File: config.mk
export PLATFORM = sky130hd
export DESIGN_NAME = cko_config
export DESIGN_NICKNAME = d
export VERILOG_FILES = /design/src/cko_channel.v /design/src/cko_config.v
export VERILOG_INCLUDE_DIRS = /design/src
export SDC_FILE = /design/constraint.sdc
export NUM_CORES = 1
export LEC_CHECK = 0
export CAP_MARGIN = 20
export CORE_ASPECT_RATIO = 0.8
export CORE_UTILIZATION = 60
export DETAILED_ROUTE_END_ITERATION = 10
export DONT_BUFFER_PORTS = 1
export PLACE_DENSITY = 0.76
export RECOVER_POWER = 25
export SETUP_SLACK_MARGIN = 0.4
export SYNTH_ARGS = -nofsm -noshare
export SYNTH_HDL_FRONTEND = slang
export SYNTH_SLANG_ARGS = --single-unit
export TNS_END_PERCENT = 5
File: constraint.sdc
create_clock -name pclk -period 7 [get_ports pclk]
set_input_delay 0.7 -clock pclk [delete_from_list [all_inputs] [get_ports pclk]]
set_output_delay 0.7 -clock pclk [all_outputs]
set_load 0.05 [all_outputs]
File: src/cko_regs.vh
`ifndef CKO_REGS_VH
`define CKO_REGS_VH

// ****************************************************************
// Register byte offsets on the APB bus.
// ****************************************************************
`define CKO_OFF_RESET_WORD 8'h00
`define CKO_OFF_CHAN0 8'h10
`define CKO_OFF_CHAN1 8'h14
`define CKO_OFF_CHAN2 8'h18
`define CKO_OFF_CHAN3 8'h1C
`define CKO_OFF_SWING 8'h24
`define CKO_OFF_PRESCALE 8'h2C
`define CKO_OFF_FILTER 8'h34
`define CKO_OFF_GLOBAL 8'h38
`define CKO_OFF_FEEDBACK 8'h3C
`define CKO_OFF_STATUS 8'h40

// ****************************************************************
// Field positions.
// ****************************************************************
`define CKO_SOFT_RESET_BIT 31
`define CKO_PATH_MSB 18
`define CKO_PATH_LSB 17
`define CKO_CHAN_ON_BIT 16
`define CKO_DIV_MSB 15
`define CKO_DIV_LSB 8
`define CKO_DLY_MSB 7
`define CKO_DLY_LSB 4
`define CKO_SWING_BIT 16
`define CKO_PRESCALE_BIT 15
`define CKO_REF_MSB 21
`define CKO_REF_LSB 14
`define CKO_RES_B_MSB 13
`define CKO_RES_B_LSB 11
`define CKO_RES_A_MSB 10
`define CKO_RES_A_LSB 8
`define CKO_CAP_MSB 7
`define CKO_CAP_LSB 4
`define CKO_ALL_ON_BIT 27
`define CKO_SLEEP_BIT 26
`define CKO_LOCK_MSB 23
`define CKO_LOCK_LSB 20
`define CKO_VCO_DIV_MSB 29
`define CKO_VCO_DIV_LSB 26

// ****************************************************************
// Reset values of the stored words.
// ****************************************************************
`define CKO_RST_RESET_WORD 32'h00000000
`define CKO_RST_CHAN 32'h00000100
`define CKO_RST_SWING 32'h00000000
`define CKO_RST_PRESCALE 32'h00000000
`define CKO_RST_FILTER 32'h00028000
`define CKO_RST_GLOBAL 32'h08000A00
`define CKO_RST_FEEDBACK 32'h0802F800

// ****************************************************************
// Path selector codes and added path delays in picoseconds.
// ****************************************************************
`define CKO_PATH_BYPASS 2'h0
`define CKO_PATH_DIVIDED 2'h1
`define CKO_PATH_DELAYED 2'h2
`define CKO_PATH_BOTH 2'h3
`define CKO_PS_DIVIDED 12'h064
`define CKO_PS_DELAYED 12'h190
`define CKO_PS_BOTH 12'h1F4
`define CKO_PS_STEP 8'h96

`endif

File: src/cko_channel.v
`include "cko_regs.vh"

// ****************************************************************
// One output channel: decodes its stored word into the effective
// divide ratio, total division, added delay and active state.
// ****************************************************************
module cko_channel (
    input wire [31:0] word,      // Stored channel word.
    input wire gate_ok,          // Global enable, gate pin and awake.
    input wire [3:0] vco_div,    // Shared VCO divider ratio.
    output reg active,           // Channel output is running.
    output reg [8:0] ratio,      // Effective channel divide ratio.
    output reg [11:0] delay_ps,  // Added delay against bypass.
    output reg [12:0] total_div  // VCO ratio times channel ratio.
);

    wire [1:0] path;
    wire [7:0] div_code;
    wire [3:0] dly_code;
    wire [11:0] prog_ps;

    assign path = word[`CKO_PATH_MSB:`CKO_PATH_LSB];
    assign div_code = word[`CKO_DIV_MSB:`CKO_DIV_LSB];
    assign dly_code = word[`CKO_DLY_MSB:`CKO_DLY_LSB];
    // Programmed delay in 150 ps steps, up to 2250 ps.
    assign prog_ps = {8'h00, dly_code} * {4'h0, `CKO_PS_STEP}; // [RULE10]

    // Path decode; a code only counts on a path that uses its block.
    always @*
    begin
        active = word[`CKO_CHAN_ON_BIT] & gate_ok; // [RULE11]
        ratio = 9'h001;
        delay_ps = 12'h000;
        case (path) // [RULE3]
            `CKO_PATH_DIVIDED:
            begin
                ratio = {div_code, 1'b0}; // [RULE5] [RULE6]
                delay_ps = `CKO_PS_DIVIDED; // [RULE4]
            end
            `CKO_PATH_DELAYED:
            begin
                delay_ps = `CKO_PS_DELAYED + prog_ps; // [RULE4] [RULE9]
            end
            `CKO_PATH_BOTH:
            begin
                ratio = {div_code, 1'b0}; // [RULE5] [RULE6]
                delay_ps = `CKO_PS_BOTH + prog_ps; // [RULE4] [RULE9]
            end
            default:
            begin
                ratio = 9'h001;
                delay_ps = 12'h000;
            end
        endcase
        // Channel divider follows the shared VCO divider.
        total_div = {9'h000, vco_div} * {4'h0, ratio}; // [RULE7]
    end

endmodule // cko_channel

File: src/cko_config.v
// Functional notes
// [RULE1] Writing one to R0 bit 31 restores all registers, itself included.
// [RULE2] With bit 31 set, other R0 bits are ignored; host rewrites R0.
// [RULE3] Path selector bits 18:17: bypass, divided, delayed, both.
// [RULE4] Divided adds 100 ps, delayed 400 ps, both 500 ps.
// [RULE5] Divider code acts only on divided or divided-and-delayed paths.
// [RULE6] Divide ratio is twice the code; default code 1, zero invalid.
// [RULE7] Channel total division is VCO ratio times channel ratio.
// [RULE8] Host pulses the align pin after programming all dividers.
// [RULE9] Delay code acts only on delayed or divided-and-delayed paths.
// [RULE10] Programmed delay is code times 150 ps, default zero.
// [RULE11] Channel active needs its enable, global enable and gate pin high.
// [RULE12] Four identical channels 0 to 3 with same field positions.
// [RULE13] Swing boost bit 16 of R9 defaults to zero.
// [RULE14] Host sets prescale bit 15 of R11 above 20 MHz with lock detect.
// [RULE15] Global output enable bit 27 of R14 defaults to one.
// [RULE16] Power-down bit 26 of R14 defaults to zero.
// [RULE17] Lock pin selector bits 23:20 of R14 default to zero.
// [RULE18] Reference frequency bits 21:14 of R13 default to 10 MHz.
// [RULE19] R13 filter selects at 7:4, 10:8 and 13:11 default zero.
// [RULE20] Each 32-bit word is applied whole at the end of its write.
//
// The APB register port and the register offsets were chosen for this implementation.

`include "cko_regs.vh"

module cko_config (
    input wire pclk,                       // Bus clock, 100 MHz.
    input wire presetn,                    // Asynchronous reset, low.
    input wire psel,                       // APB select.
    input wire penable,                    // APB access phase.
    input wire pwrite,                     // APB write when high.
    input wire [7:0] paddr,                // APB byte address.
    input wire [31:0] pwdata,              // APB write data.
    output reg [31:0] prdata,              // APB read data.
    output reg pready,                     // APB ready.
    output reg pslverr,                    // APB error, unmapped address.
    input wire output_gate_pin,            // Output gate pin, from outside.
    output reg [3:0] ch_active,            // Per channel running state.
    output reg [35:0] ch_ratio,            // Four 9-bit channel ratios.
    output reg [47:0] ch_delay_ps,         // Four 12-bit added delays.
    output reg [51:0] ch_total_div,        // Four 13-bit total divisions.
    output reg all_outputs_on,             // Global output enable.
    output reg chip_sleep,                 // Device power-down.
    output reg [3:0] lock_pin_mode,        // Lock pin function select.
    output reg swing_boost,                // Raised output swing.
    output reg lock_detect_prescale,       // Lock detect divide by four.
    output reg [7:0] ref_input_mhz,        // Reference input in MHz.
    output reg [3:0] filter_cap_select,    // Loop filter capacitor select.
    output reg [2:0] filter_res_a_select,  // Loop filter resistor A.
    output reg [2:0] filter_res_b_select,  // Loop filter resistor B.
    output reg [3:0] vco_divide            // Shared VCO divider ratio.
);

    // ****************************************************************
    // Stored configuration words.
    // ****************************************************************
    reg [31:0] reset_word_q;
    reg [31:0] ch_word_q [0:3];
    reg [31:0] swing_word_q;
    reg [31:0] prescale_word_q;
    reg [31:0] filter_word_q;
    reg [31:0] global_word_q;
    reg [31:0] feedback_word_q;

    // ****************************************************************
    // Bus decode and gate pin synchroniser.
    // ****************************************************************
    reg gate_meta_q;
    reg gate_sync_q;
    reg [31:0] rdata_d;
    reg hit_d;
    wire wr_commit;
    wire soft_reset;
    wire gate_ok;
    wire [3:0] chan_active_w;
    wire [35:0] chan_ratio_w;
    wire [47:0] chan_delay_w;
    wire [51:0] chan_total_w;
    integer i;

    // A write lands only at the access edge where ready is seen high,
    // so a word is never applied half-written.
    assign wr_commit = psel & penable & pready & pwrite & ~pslverr; // [RULE20]

    // Soft reset wins over the rest of the reset word in the same write.
    assign soft_reset = wr_commit & (paddr == `CKO_OFF_RESET_WORD) &
                        pwdata[`CKO_SOFT_RESET_BIT]; // [RULE1] [RULE2]

    // The gate pin is asynchronous; two flops keep metastability out.
    always @(posedge pclk or negedge presetn)
    begin
        if (!presetn)
        begin
            gate_meta_q <= 1'b0;
            gate_sync_q <= 1'b0;
        end
        else
        begin
            gate_meta_q <= output_gate_pin;
            gate_sync_q <= gate_meta_q;
        end
    end

    // Power-down stops every output whatever the other bits say.
    assign gate_ok = global_word_q[`CKO_ALL_ON_BIT] & gate_sync_q &
                     ~global_word_q[`CKO_SLEEP_BIT]; // [RULE11] [RULE15]

    // ****************************************************************
    // Channel decoders, one per output.
    // ****************************************************************
    genvar g;
    generate
        for (g = 0; g < 4; g = g + 1)
        begin : gen_chan
            cko_channel u_chan (
                .word(ch_word_q[g]),
                .gate_ok(gate_ok),
                .vco_div(feedback_word_q[`CKO_VCO_DIV_MSB:`CKO_VCO_DIV_LSB]),
                .active(chan_active_w[g]),
                .ratio(chan_ratio_w[g*9 +: 9]),
                .delay_ps(chan_delay_w[g*12 +: 12]),
                .total_div(chan_total_w[g*13 +: 13])
            ); // [RULE12]
        end
    endgenerate

    // ****************************************************************
    // Read multiplexer.
    // ****************************************************************

    // Address decode; unmapped addresses read zero and flag an error.
    always @*
    begin
        rdata_d = 32'h00000000;
        hit_d = 1'b1;
        case (paddr)
            `CKO_OFF_RESET_WORD: rdata_d = reset_word_q;
            `CKO_OFF_CHAN0: rdata_d = ch_word_q[0];
            `CKO_OFF_CHAN1: rdata_d = ch_word_q[1];
            `CKO_OFF_CHAN2: rdata_d = ch_word_q[2];
            `CKO_OFF_CHAN3: rdata_d = ch_word_q[3];
            `CKO_OFF_SWING: rdata_d = swing_word_q;
            `CKO_OFF_PRESCALE: rdata_d = prescale_word_q;
            `CKO_OFF_FILTER: rdata_d = filter_word_q;
            `CKO_OFF_GLOBAL: rdata_d = global_word_q;
            `CKO_OFF_FEEDBACK: rdata_d = feedback_word_q;
            `CKO_OFF_STATUS: rdata_d = {26'h0000000, gate_sync_q,
                                         gate_ok, chan_active_w};
            default: hit_d = 1'b0;
        endcase
    end

    // ****************************************************************
    // APB answer: ready is raised in every access phase, no waits.
    // ****************************************************************

    // Read data and error are captured in the setup cycle so that they
    // come from flops and stand for the whole access phase.
    always @(posedge pclk or negedge presetn)
    begin
        if (!presetn)
        begin
            pready <= 1'b0;
            pslverr <= 1'b0;
            prdata <= 32'h00000000;
        end
        else
        begin
            pready <= psel & ~penable;
            pslverr <= psel & ~penable & ~hit_d;
            if (psel & ~penable & ~pwrite)
            begin
                prdata <= rdata_d;
            end
            else if (!psel)
            begin
                prdata <= 32'h00000000;
            end
        end
    end

    // ****************************************************************
    // Configuration storage.
    // ****************************************************************

    // Status is read-only; writes to it are accepted and dropped.
    always @(posedge pclk or negedge presetn)
    begin
        if (!presetn)
        begin
            reset_word_q <= `CKO_RST_RESET_WORD;
            for (i = 0; i < 4; i = i + 1)
            begin
                ch_word_q[i] <= `CKO_RST_CHAN; // [RULE6] [RULE10] [RULE11]
            end
            swing_word_q <= `CKO_RST_SWING; // [RULE13]
            prescale_word_q <= `CKO_RST_PRESCALE;
            filter_word_q <= `CKO_RST_FILTER; // [RULE18] [RULE19]
            global_word_q <= `CKO_RST_GLOBAL; // [RULE15] [RULE16] [RULE17]
            feedback_word_q <= `CKO_RST_FEEDBACK;
        end
        else if (soft_reset)
        begin
            // Every word back to its default, the reset bit cleared too.
            reset_word_q <= `CKO_RST_RESET_WORD; // [RULE1] [RULE2]
            for (i = 0; i < 4; i = i + 1)
            begin
                ch_word_q[i] <= `CKO_RST_CHAN; // [RULE1]
            end
            swing_word_q <= `CKO_RST_SWING; // [RULE1]
            prescale_word_q <= `CKO_RST_PRESCALE; // [RULE1]
            filter_word_q <= `CKO_RST_FILTER; // [RULE1]
            global_word_q <= `CKO_RST_GLOBAL; // [RULE1]
            feedback_word_q <= `CKO_RST_FEEDBACK; // [RULE1]
        end
        else if (wr_commit)
        begin
            case (paddr)
                `CKO_OFF_RESET_WORD: reset_word_q <= pwdata; // [RULE20]
                `CKO_OFF_CHAN0: ch_word_q[0] <= pwdata; // [RULE20]
                `CKO_OFF_CHAN1: ch_word_q[1] <= pwdata; // [RULE20]
                `CKO_OFF_CHAN2: ch_word_q[2] <= pwdata; // [RULE20]
                `CKO_OFF_CHAN3: ch_word_q[3] <= pwdata; // [RULE20]
                `CKO_OFF_SWING: swing_word_q <= pwdata; // [RULE20]
                `CKO_OFF_PRESCALE: prescale_word_q <= pwdata; // [RULE20]
                `CKO_OFF_FILTER: filter_word_q <= pwdata; // [RULE20]
                `CKO_OFF_GLOBAL: global_word_q <= pwdata; // [RULE20]
                `CKO_OFF_FEEDBACK: feedback_word_q <= pwdata; // [RULE20]
                default: reset_word_q <= reset_word_q;
            endcase
        end
    end

    // ****************************************************************
    // Registered outputs.
    // ****************************************************************

    // Decoded values are registered so every output leaves a flop; they
    // trail the stored words by one clock.
    always @(posedge pclk or negedge presetn)
    begin
        if (!presetn)
        begin
            ch_active <= 4'h0;
            ch_ratio <= {4{9'h001}};
            ch_delay_ps <= 48'h000000000000;
            ch_total_div <= {4{13'h0002}};
            all_outputs_on <= 1'b1;
            chip_sleep <= 1'b0;
            lock_pin_mode <= 4'h0;
            swing_boost <= 1'b0;
            lock_detect_prescale <= 1'b0;
            ref_input_mhz <= 8'h0A;
            filter_cap_select <= 4'h0;
            filter_res_a_select <= 3'h0;
            filter_res_b_select <= 3'h0;
            vco_divide <= 4'h2;
        end
        else
        begin
            ch_active <= chan_active_w; // [RULE11]
            ch_ratio <= chan_ratio_w; // [RULE6]
            ch_delay_ps <= chan_delay_w; // [RULE4]
            ch_total_div <= chan_total_w; // [RULE7]
            all_outputs_on <= global_word_q[`CKO_ALL_ON_BIT]; // [RULE15]
            chip_sleep <= global_word_q[`CKO_SLEEP_BIT]; // [RULE16]
            lock_pin_mode <=
                global_word_q[`CKO_LOCK_MSB:`CKO_LOCK_LSB]; // [RULE17]
            swing_boost <= swing_word_q[`CKO_SWING_BIT]; // [RULE13]
            lock_detect_prescale <= prescale_word_q[`CKO_PRESCALE_BIT];
            ref_input_mhz <=
                filter_word_q[`CKO_REF_MSB:`CKO_REF_LSB]; // [RULE18]
            filter_cap_select <=
                filter_word_q[`CKO_CAP_MSB:`CKO_CAP_LSB]; // [RULE19]
            filter_res_a_select <=
                filter_word_q[`CKO_RES_A_MSB:`CKO_RES_A_LSB]; // [RULE19]
            filter_res_b_select <=
                filter_word_q[`CKO_RES_B_MSB:`CKO_RES_B_LSB]; // [RULE19]
            vco_divide <=
                feedback_word_q[`CKO_VCO_DIV_MSB:`CKO_VCO_DIV_LSB];
        end
    end

endmodule // cko_config

==> results of run 1 <==
==> routing by layer <==
layer | vias to the layer above | global-route usage | routed length [um]
met5 | - | 0 | 0
met4 | 0 | 0.1702 | 4443
met3 | 279 | 0.09251 | 10450
met2 | 1375 | 0.5539 | 39100
met1 | 11360 | 0.4880 | 33670
li1 | 10160 | - | -
==> state kept, by name, indices dropped and copies added, names as in the netlist, 3 cells and up <==
register             cells
feedback_word_q         32
ch_active                4
lock_pin_mode            4
filter_word_q           32
ch_total_div            52
filter_res_a_select      3
prescale_word_q         32
swing_word_q            32
prdata                  32
reset_word_q            32
vco_divide               4
ch_ratio                36
global_word_q           32
filter_res_b_select      3
ch_word_q              128
filter_cap_select        4
ref_input_mhz            8
ch_delay_ps             44
==> per-stage QoR <==
step	std cells	instance area, um2	setup slack (ps)	hold WS (ps)
finish	3612	30560	2546	-220.5
global route	3612	30560	2360	-230.4
CTS	3612	30560	2570	-230.5
detailed placement	3510	28650	2605	356.2
global placement	3510	28650	2729	335.1
floorplan	3074	28530	3015	331.2
==> cell usage in the layout, fill, tap and decap left out, types with 20 or more instances in the layout <==
| master | Yosys | routed |
|---|---|---|
| a221oi_1 | 27 | 27 |
| and2_1 | 50 | 50 |
| xnor2_1 | 46 | 46 |
| xor2_1 | 26 | 26 |
| dfrtp_1 | 494 | 494 |
| nor2b_1 | 34 | 33 |
| ha_1 | 132 | 132 |
| dfstp_2 | 28 | 28 |
| and3_1 | 87 | 86 |
| nand2b_1 | 42 | 42 |
| a22oi_1 | 30 | 30 |
| a22o_1 | 33 | 33 |
| buf_4 | 6 | 34 |
| mux2_2 | 20 | 20 |
| a21oi_2 | 29 | 29 |
| clkbuf_16 | 0 | 54 |
| nand3_1 | 35 | 33 |
| nor3_1 | 42 | 36 |
| fa_1 | 60 | 60 |
| nand2_1 | 747 | 743 |
| o21ai_0 | 76 | 76 |
| inv_1 | 149 | 149 |
| a21oi_1 | 290 | 290 |
| nor2_1 | 85 | 85 |
| mux2i_1 | 48 | 48 |
==> critical path, cell delays in order (launching register included) <==
cell	delay [ps]
dfrtp_1	950
and2_1	280
nand2_1	90
fa_1	570
inv_1	50
fa_1	480
fa_1	430
a21o_1	180
a21oi_1	230
o21ai_0	170
or4_1	450
a2111o_1	380
o211ai_1	110
==> layout make-up <==
class,instances,area share
Multi-Input combinational cell,2183,0.4554
Sequential cell,522,0.4286
Clock buffer,75,0.04942
Tap cell,620,0.02538
Inverter,149,0.01830
Clock inverter,27,0.01327
Timing Repair Buffer,36,0.009662
==> how the worst max path moves through the flow <==
stage / from / endpoint / slack, ps
finish: ch_word_q[17]$_DFFE_PN0P_ / ch_total_div[51]$_DFF_PN0_ / 2550
detailed placement: ch_word_q[17]$_DFFE_PN0P_ / ch_total_div[51]$_DFF_PN0_ / 2610
global route: ch_word_q[17]$_DFFE_PN0P_ / ch_total_div[51]$_DFF_PN0_ / 2360
global placement: ch_word_q[17]$_DFFE_PN0P_ / ch_total_div[51]$_DFF_PN0_ / 2730
CTS: ch_word_q[17]$_DFFE_PN0P_ / ch_total_div[51]$_DFF_PN0_ / 2570
floorplan: feedback_word_q[27]$_DFFE_PN1P_ / ch_total_div[51]$_DFF_PN0_ / 3020
==> report_power, final <==
group          switching (mW)  internal (mW)  total, mW
registers              0.0176           3.03       3.05
clock network            1.27           1.85       3.12
logic                  0.0599         0.0333     0.0931
==> cells by family (layout without fill, tap and decap cells) <==
family                   count (synthesis)  count (layout)  synth area share
AO/OA/AOI/OAI                          650             650            0.1453
AND/OR/NAND/NOR                       1194            1194            0.1909
flip-flops                             522             522            0.4592
multiplexers                            71              71           0.02711
buffers and inverters                  369             287           0.05523
adder cells (fa/ha/maj)                192             192            0.1000
XOR/XNOR                                72              72           0.02211
other                                    1               4         0.0001315
==> flow_summary.json, run 1 <==
{
  "outcome": "finished, violations left",
  "violations": "hold timing, slew limit",
  "drt_iter0_drc": 2917,
  "clk_pin_slew_ps": 60,
  "rows": 71,
  "cts_resized": 0,
  "final-hold-violation-count": 209,
  "path_class": "flop to flop",
  "hold_class": "input pin to asynchronous set/reset pin",
  "leakage_nw": 14.47,
  "r2r_end": "ch_total_div[51]$_DFF_PN0_",
  "rsz0062_at_grt": "false",
  "grt_antenna_before_repair": 0,
  "routedWlPerCell_um": 24.27,
  "synth_common_cells": "747 x nand2_1, 494 x dfrtp_1, 290 x a21oi_1",
  "io_buffers": 0,
  "hold_ws_ps": -220.5,
  "die-area_mm2": 0.04842,
  "drv_slew": 253,
  "dpl.hpwl_um": 56380,
  "core_region_area_mm2": 0.04699,
  "gp_congestion": 0.9668,
  "io_pins": 250,
  "synth_flop_cell": "dfrtp_1",
  "worst_slew_pin_slew_ps": 2020,
  "cp.required_ps": 7530,
  "ir_drop_mv": 0.1929,
  "period_minus_slack_ps": 4454,
  "fin_skew_ps": 28.33,
  "ys_warn_count": 0,
  "grt-ovfl-total": 0,
  "cp-start-kind": "flop",
  "post-synth-top-area-fraction": 0.4334,
  "rrSetupSlack_ps": 2550,
  "numCtsBuffers": 54,
  "syn_to_final_growth_pct": 7.151,
  "multiInputGateArea_mm2": 0.01392,
  "initial_core_util": 0.6069,
  "synthTopCellsByArea": "dfrtp_1 43%, nand2_1 9.8%, ha_1 5.8%",
  "finalSetupViolCount": 0,
  "drc": 0,
  "final_nets": 3184,
  "cp-end-kind": "flop",
  "clock_path_buffers": 3,
  "syn-cell-area_mm2": 0.02852,
  "post_drt_via_cell_ratio": 6.416,
  "totalWireLength_um": 87670,
  "cap_viol_max_count": 0,
  "syn_avg_cell_area_um2": 9.287,
  "detail_route.first_pass.iterations": 8,
  "yosysSeqAreaShare": 0.4592,
  "cts_setup_buffers": 0,
  "diodes": 0,
  "ys_ff_latch": 522,
  "clockRootBuffer": "clkbuf_16",
  "grt_pass1_wl_um": 133200,
  "seq_area_mm2": 0.01310,
  "max_slew_margin": -0.3470,
  "yosysMostFrequentCell": "nand2_1",
  "drive_above_1_share": 0.08289,
  "antenna_left": 0,
  "setup_tns_ps": 0,
  "grt_use_total": 0.3632,
  "postSynthCellCount": 3071,
  "worst-path-max-fanout": 37,
  "clk-insertion-delay-late_ps": 630,
  "vias": 23170,
  "dieHeight_um": 197.0,
  "grt_pass1_vias": 22540,
  "max_freq_ghz": 0.2245,
  "critPathArrivalTime_ps": 4980,
  "synth_enable_flop_cells": 0,
  "worst_r2r_path_depth": 12,
  "die_w_um": 245.8,
  "tritoncts": "yes",
  "grt_max_degree": 523,
  "htree_levels": 2,
  "synth-async-reset-ratio": 1.000,
  "synth_cell_types": 86,
  "post-route-util": 0.6503,
  "power_density_mw_per_mm2": 204.9,
  "cts.sinks": 522,
  "finalCritPeriodShare": 0.6364,
  "p_total_mw": 6.260,
  "fill_cells": 3678,
  "timing.rr.start": "ch_word_q[17]$_DFFE_PN0P_",
  "synth_top_cell_by_area": "dfrtp_1"
}
Power figures use the tool's default switching activity.
==> run 2, diff against run 1 <==
ABC_AREA = 1   (was not set)
CORE_UTILIZATION = 58   (was 60)
clock period = 4.08 ns   (was 7 ns; I/O delays follow)
==> run 2 against run 1 <==
The flow finishes with violations (hold timing); sequential share of layout area increased by 1.0 points; register-to-register slack got worse by 2000 ps; die area decreased by 0.69%; first-iteration DRC count decreased by 3.3%; largest cell class is now flip-flops and latches; highest routed layer is now met5; critical path depth increased by 6; combinational power increased to 10 times the previous value; power increased by 92%; non-clock buffer count increased by 22; synthesized area decreased by 4.0%; critical endpoint is now ch_total_div[36]$_DFF_PN0_; final cell count increased by 6.4%; clock skew about the same; worst setup slack got worse by 2000 ps.
==> flow_summary.json, run 2 <==
{
  "layout_commonest_cell": "nand2_1",
  "setup_tns_ps": 0,
  "period_minus_slack_ps": 3565,
  "initial_core_util": 0.5932,
  "numCtsBuffers": 51,
  "cpMostUsedCell": "nand2_1",
  "antenna_left": 0,
  "gp_congestion": 0.9210,
  "critPathArrivalTime_ps": 4080,
  "cp.required_ps": 4600,
  "grt_antenna_before_repair": 1,
  "synth_top_cell_by_area": "dfrtp_1",
  "top_layer": "met5",
  "grt_pass1_vias": 22520,
  "cap_viol_max_count": 0,
  "worstPathCellList": "nand2_1 > inv_1 > nand2_1 > fa_1 > inv_1 > fa_1 > inv_1 > fa_1 > inv_1 > nand3_1 > nand2_1 > nand2_1 > nand2_1 > nand2_1 > nand2_1 > nand3_1 > nand2_1 > xor2_1",
  "p_seq_frac": 0.506,
  "ir_drop_mv": 0.3136,
  "clockRootBuffer": "clkbuf_16",
  "met1_length_um": 33220,
  "swShare": 0.2852,
  "seq_area_mm2": 0.01310,
  "max_slew_margin": 0.06604,
  "tritoncts": "yes",
  "synth_cell_types": 48,
  "hold_buffers": 19,
  "dieHeight_um": 196.3,
  "wl_met2_um": 35520,
  "drv_slew": 0,
  "route.met3.wl_um": 8996,
  "yosysMostFrequentCell": "nand2_1",
  "outcome": "finished, violations left",
  "multiInputGateArea_mm2": 0.01165,
  "worst-path-max-fanout": 15,
  "path_depth": 18,
  "htree_levels": 2,
  "slowest_delay_ps": 630,
  "cts_setup_buffers": 0,
  "synthTopCellsByArea": "dfrtp_1 45%, nand2_1 8.8%, inv_1 7.3%",
  "drive_above_1_share": 0.06533,
  "final_cell_mix": "641 x nand2_1, 531 x inv_1, 493 x dfrtp_1, 307 x nor2_1, 298 x o22ai_1",
  "cp-end-kind": "flop",
  "final_nets": 3428,
  "worst_slew_pin_slew_ps": 1401,
  "yosysSeqAreaShare": 0.4784,
  "die-area_mm2": 0.04809,
  "synth_common_cells": "642 x nand2_1, 531 x inv_1, 494 x dfrtp_1",
  "path_buf_inv": 4,
  "dpl.hpwl_um": 55390,
  "ys_ff_latch": 522,
  "grt_use_total": 0.3439,
  "hold_class": "input pin to asynchronous set/reset pin",
  "die_w_um": 244.9,
  "grt-ovfl-total": 0,
  "reg.largest.list": "ch_word_q x128, ch_total_div x52, ch_delay_ps x44",
  "synth-async-reset-ratio": 1.000,
  "clkPwrFrac": 0.413,
  "syn-cell-area_mm2": 0.02738,
  "top_register": "ch_word_q",
  "power_density_mw_per_mm2": 402.9,
  "core_region_area_mm2": 0.04616,
  "drt_iter0_drc": 2822,
  "vias": 22860,
  "syn_avg_cell_area_um2": 8.567,
  "rows": 70,
  "detail_route.first_pass.iterations": 6,
  "diodes": 0,
  "totalWireLength_um": 81610,
  "finalSetupViolCount": 0,
  "cts.sinks": 522,
  "combPwrFrac": 0.080,
  "clk-insertion-delay-late_ps": 620,
  "hold_ws_ps": -496.6,
  "p_sw_mw": 3.429,
  "io_pins": 250,
  "synth_flop_cell": "dfrtp_1",
  "grt_pass1_wl_um": 127200,
  "final-hold-violation-count": 506,
  "fin_skew_ps": 28.15,
  "cp-start-kind": "flop",
  "cpLargestDelayFamily": "adder cells",
  "finalCritPeriodShare": 0.8738,
  "post_drt_via_cell_ratio": 5.951,
  "p_int_mw": 8.592,
  "violations": "hold timing",
  "leakage_nw": 15.61,
  "ys_warn_count": 0,
  "io_buffers": 0,
  "path_class": "flop to flop",
  "post-route-util": 0.6464,
  "largest_reg_flops": 128,
  "worst_r2r_path_depth": 18,
  "grt_max_degree": 523,
  "post-synth-top-area-fraction": 0.4515,
  "clk_pin_slew_ps": 80,
  "critPathSlowestCell": "dfrtp_1",
  "clock_path_buffers": 3,
  "routedWlPerCell_um": 21.24,
  "syn_to_final_growth_pct": 8.970,
  "fill_cells": 3713,
  "synth_enable_flop_cells": 0,
  "rsz0062_at_grt": "true",
  "drc": 0,
  "max_freq_ghz": 0.2805,
  "postSynthCellCount": 3196
}
## run 2: cell count changes in the layout (fill, tap and decap cells not counted), sizes merged, moves of 36 or more
cell	change
and3	-87
a21oi	-265
o21ai	+91
and2	-51
o22ai	+290
inv	+392
nand2b	-42
nand2	-73
nand3	+141
mux2i	-47
nor2	+226
nor3	-36
## run 2: what timing repair did
action	4_1_cts	5_1_grt
setup endpoints to repair	0	2
hold endpoints to repair	557	522
resized for setup	0	1
## run 2: per-stage QoR
| step | total power [mW] | std cells | instance area [um2] | setup WS, ps |
|---|---|---|---|---|
| after floorplan | 6.861 | 3199 | 27390 | 778.7 |
| after global placement | 7.085 | 3728 | 27860 | 737.4 |
| after detailed placement | 7.117 | 3729 | 27880 | 600.9 |
| after CTS | 12.05 | 3841 | 29820 | 522.5 |
| after global routing | 12.39 | 3842 | 29840 | 241.8 |
| final | 12.02 | 3842 | 29840 | 515.0 |
## run 2: metal layers
layer | up-vias | global-route usage
li1 | 10290 | -
met1 | 11060 | 0.4732
met2 | 1279 | 0.5157
met3 | 236 | 0.08306
met4 | 2 | 0.1618
met5 | - | 0
## run 2: worst paths after layout
path | from | to | slack, ps
worst min-delay path | presetn | ch_total_div[7]$_DFF_PN0_ | -500
min in group pclk | pwdata[1] | reset_word_q[1]$_DFFE_PN0P_ | 20
max in group asynchronous | presetn | swing_word_q[11]$_DFFE_PN0P_ | 3450
worst max register to register | ch_word_q[49]$_DFFE_PN0P_ | ch_total_div[36]$_DFF_PN0_ | 510
worst min register to register | gate_meta_q$_DFF_PN0_ | gate_sync_q$_DFF_PN0_ | 350
worst max-delay path | ch_word_q[49]$_DFFE_PN0P_ | ch_total_div[36]$_DFF_PN0_ | 510
## run 2: final cells by class
class / instances / share of cell area
Sequential cell: 522 / 0.4390
Multi-Input combinational cell: 2007 / 0.3903
Inverter: 550 / 0.06919
Clock buffer: 74 / 0.04902
Tap cell: 612 / 0.02566
Timing Repair Buffer: 58 / 0.01728
Clock inverter: 19 / 0.009477
## run 2: kinds of logic after synthesis
group,after synthesis,synth area share
AO/OA/AOI/OAI,562,0.1199
XOR/XNOR,47,0.01503
adder cells (fa/ha/maj),192,0.1042
buffers and inverters,670,0.09715
flip-flops,522,0.4784
multiplexers,1,0.0003656
other,1,0.0001370
AND/OR/NAND/NOR,1201,0.1849
## run 2: power by group through the flow
stage / clock network (mW) / registers (mW) / logic [mW]
detailed placement: 0 / 6.18 / 0.933
global route: 5.20 / 6.10 / 1.09
floorplan: 0 / 6.14 / 0.718
CTS: 5.01 / 6.09 / 0.958
global placement: 0 / 6.17 / 0.911
finish: 4.97 / 6.08 / 0.968
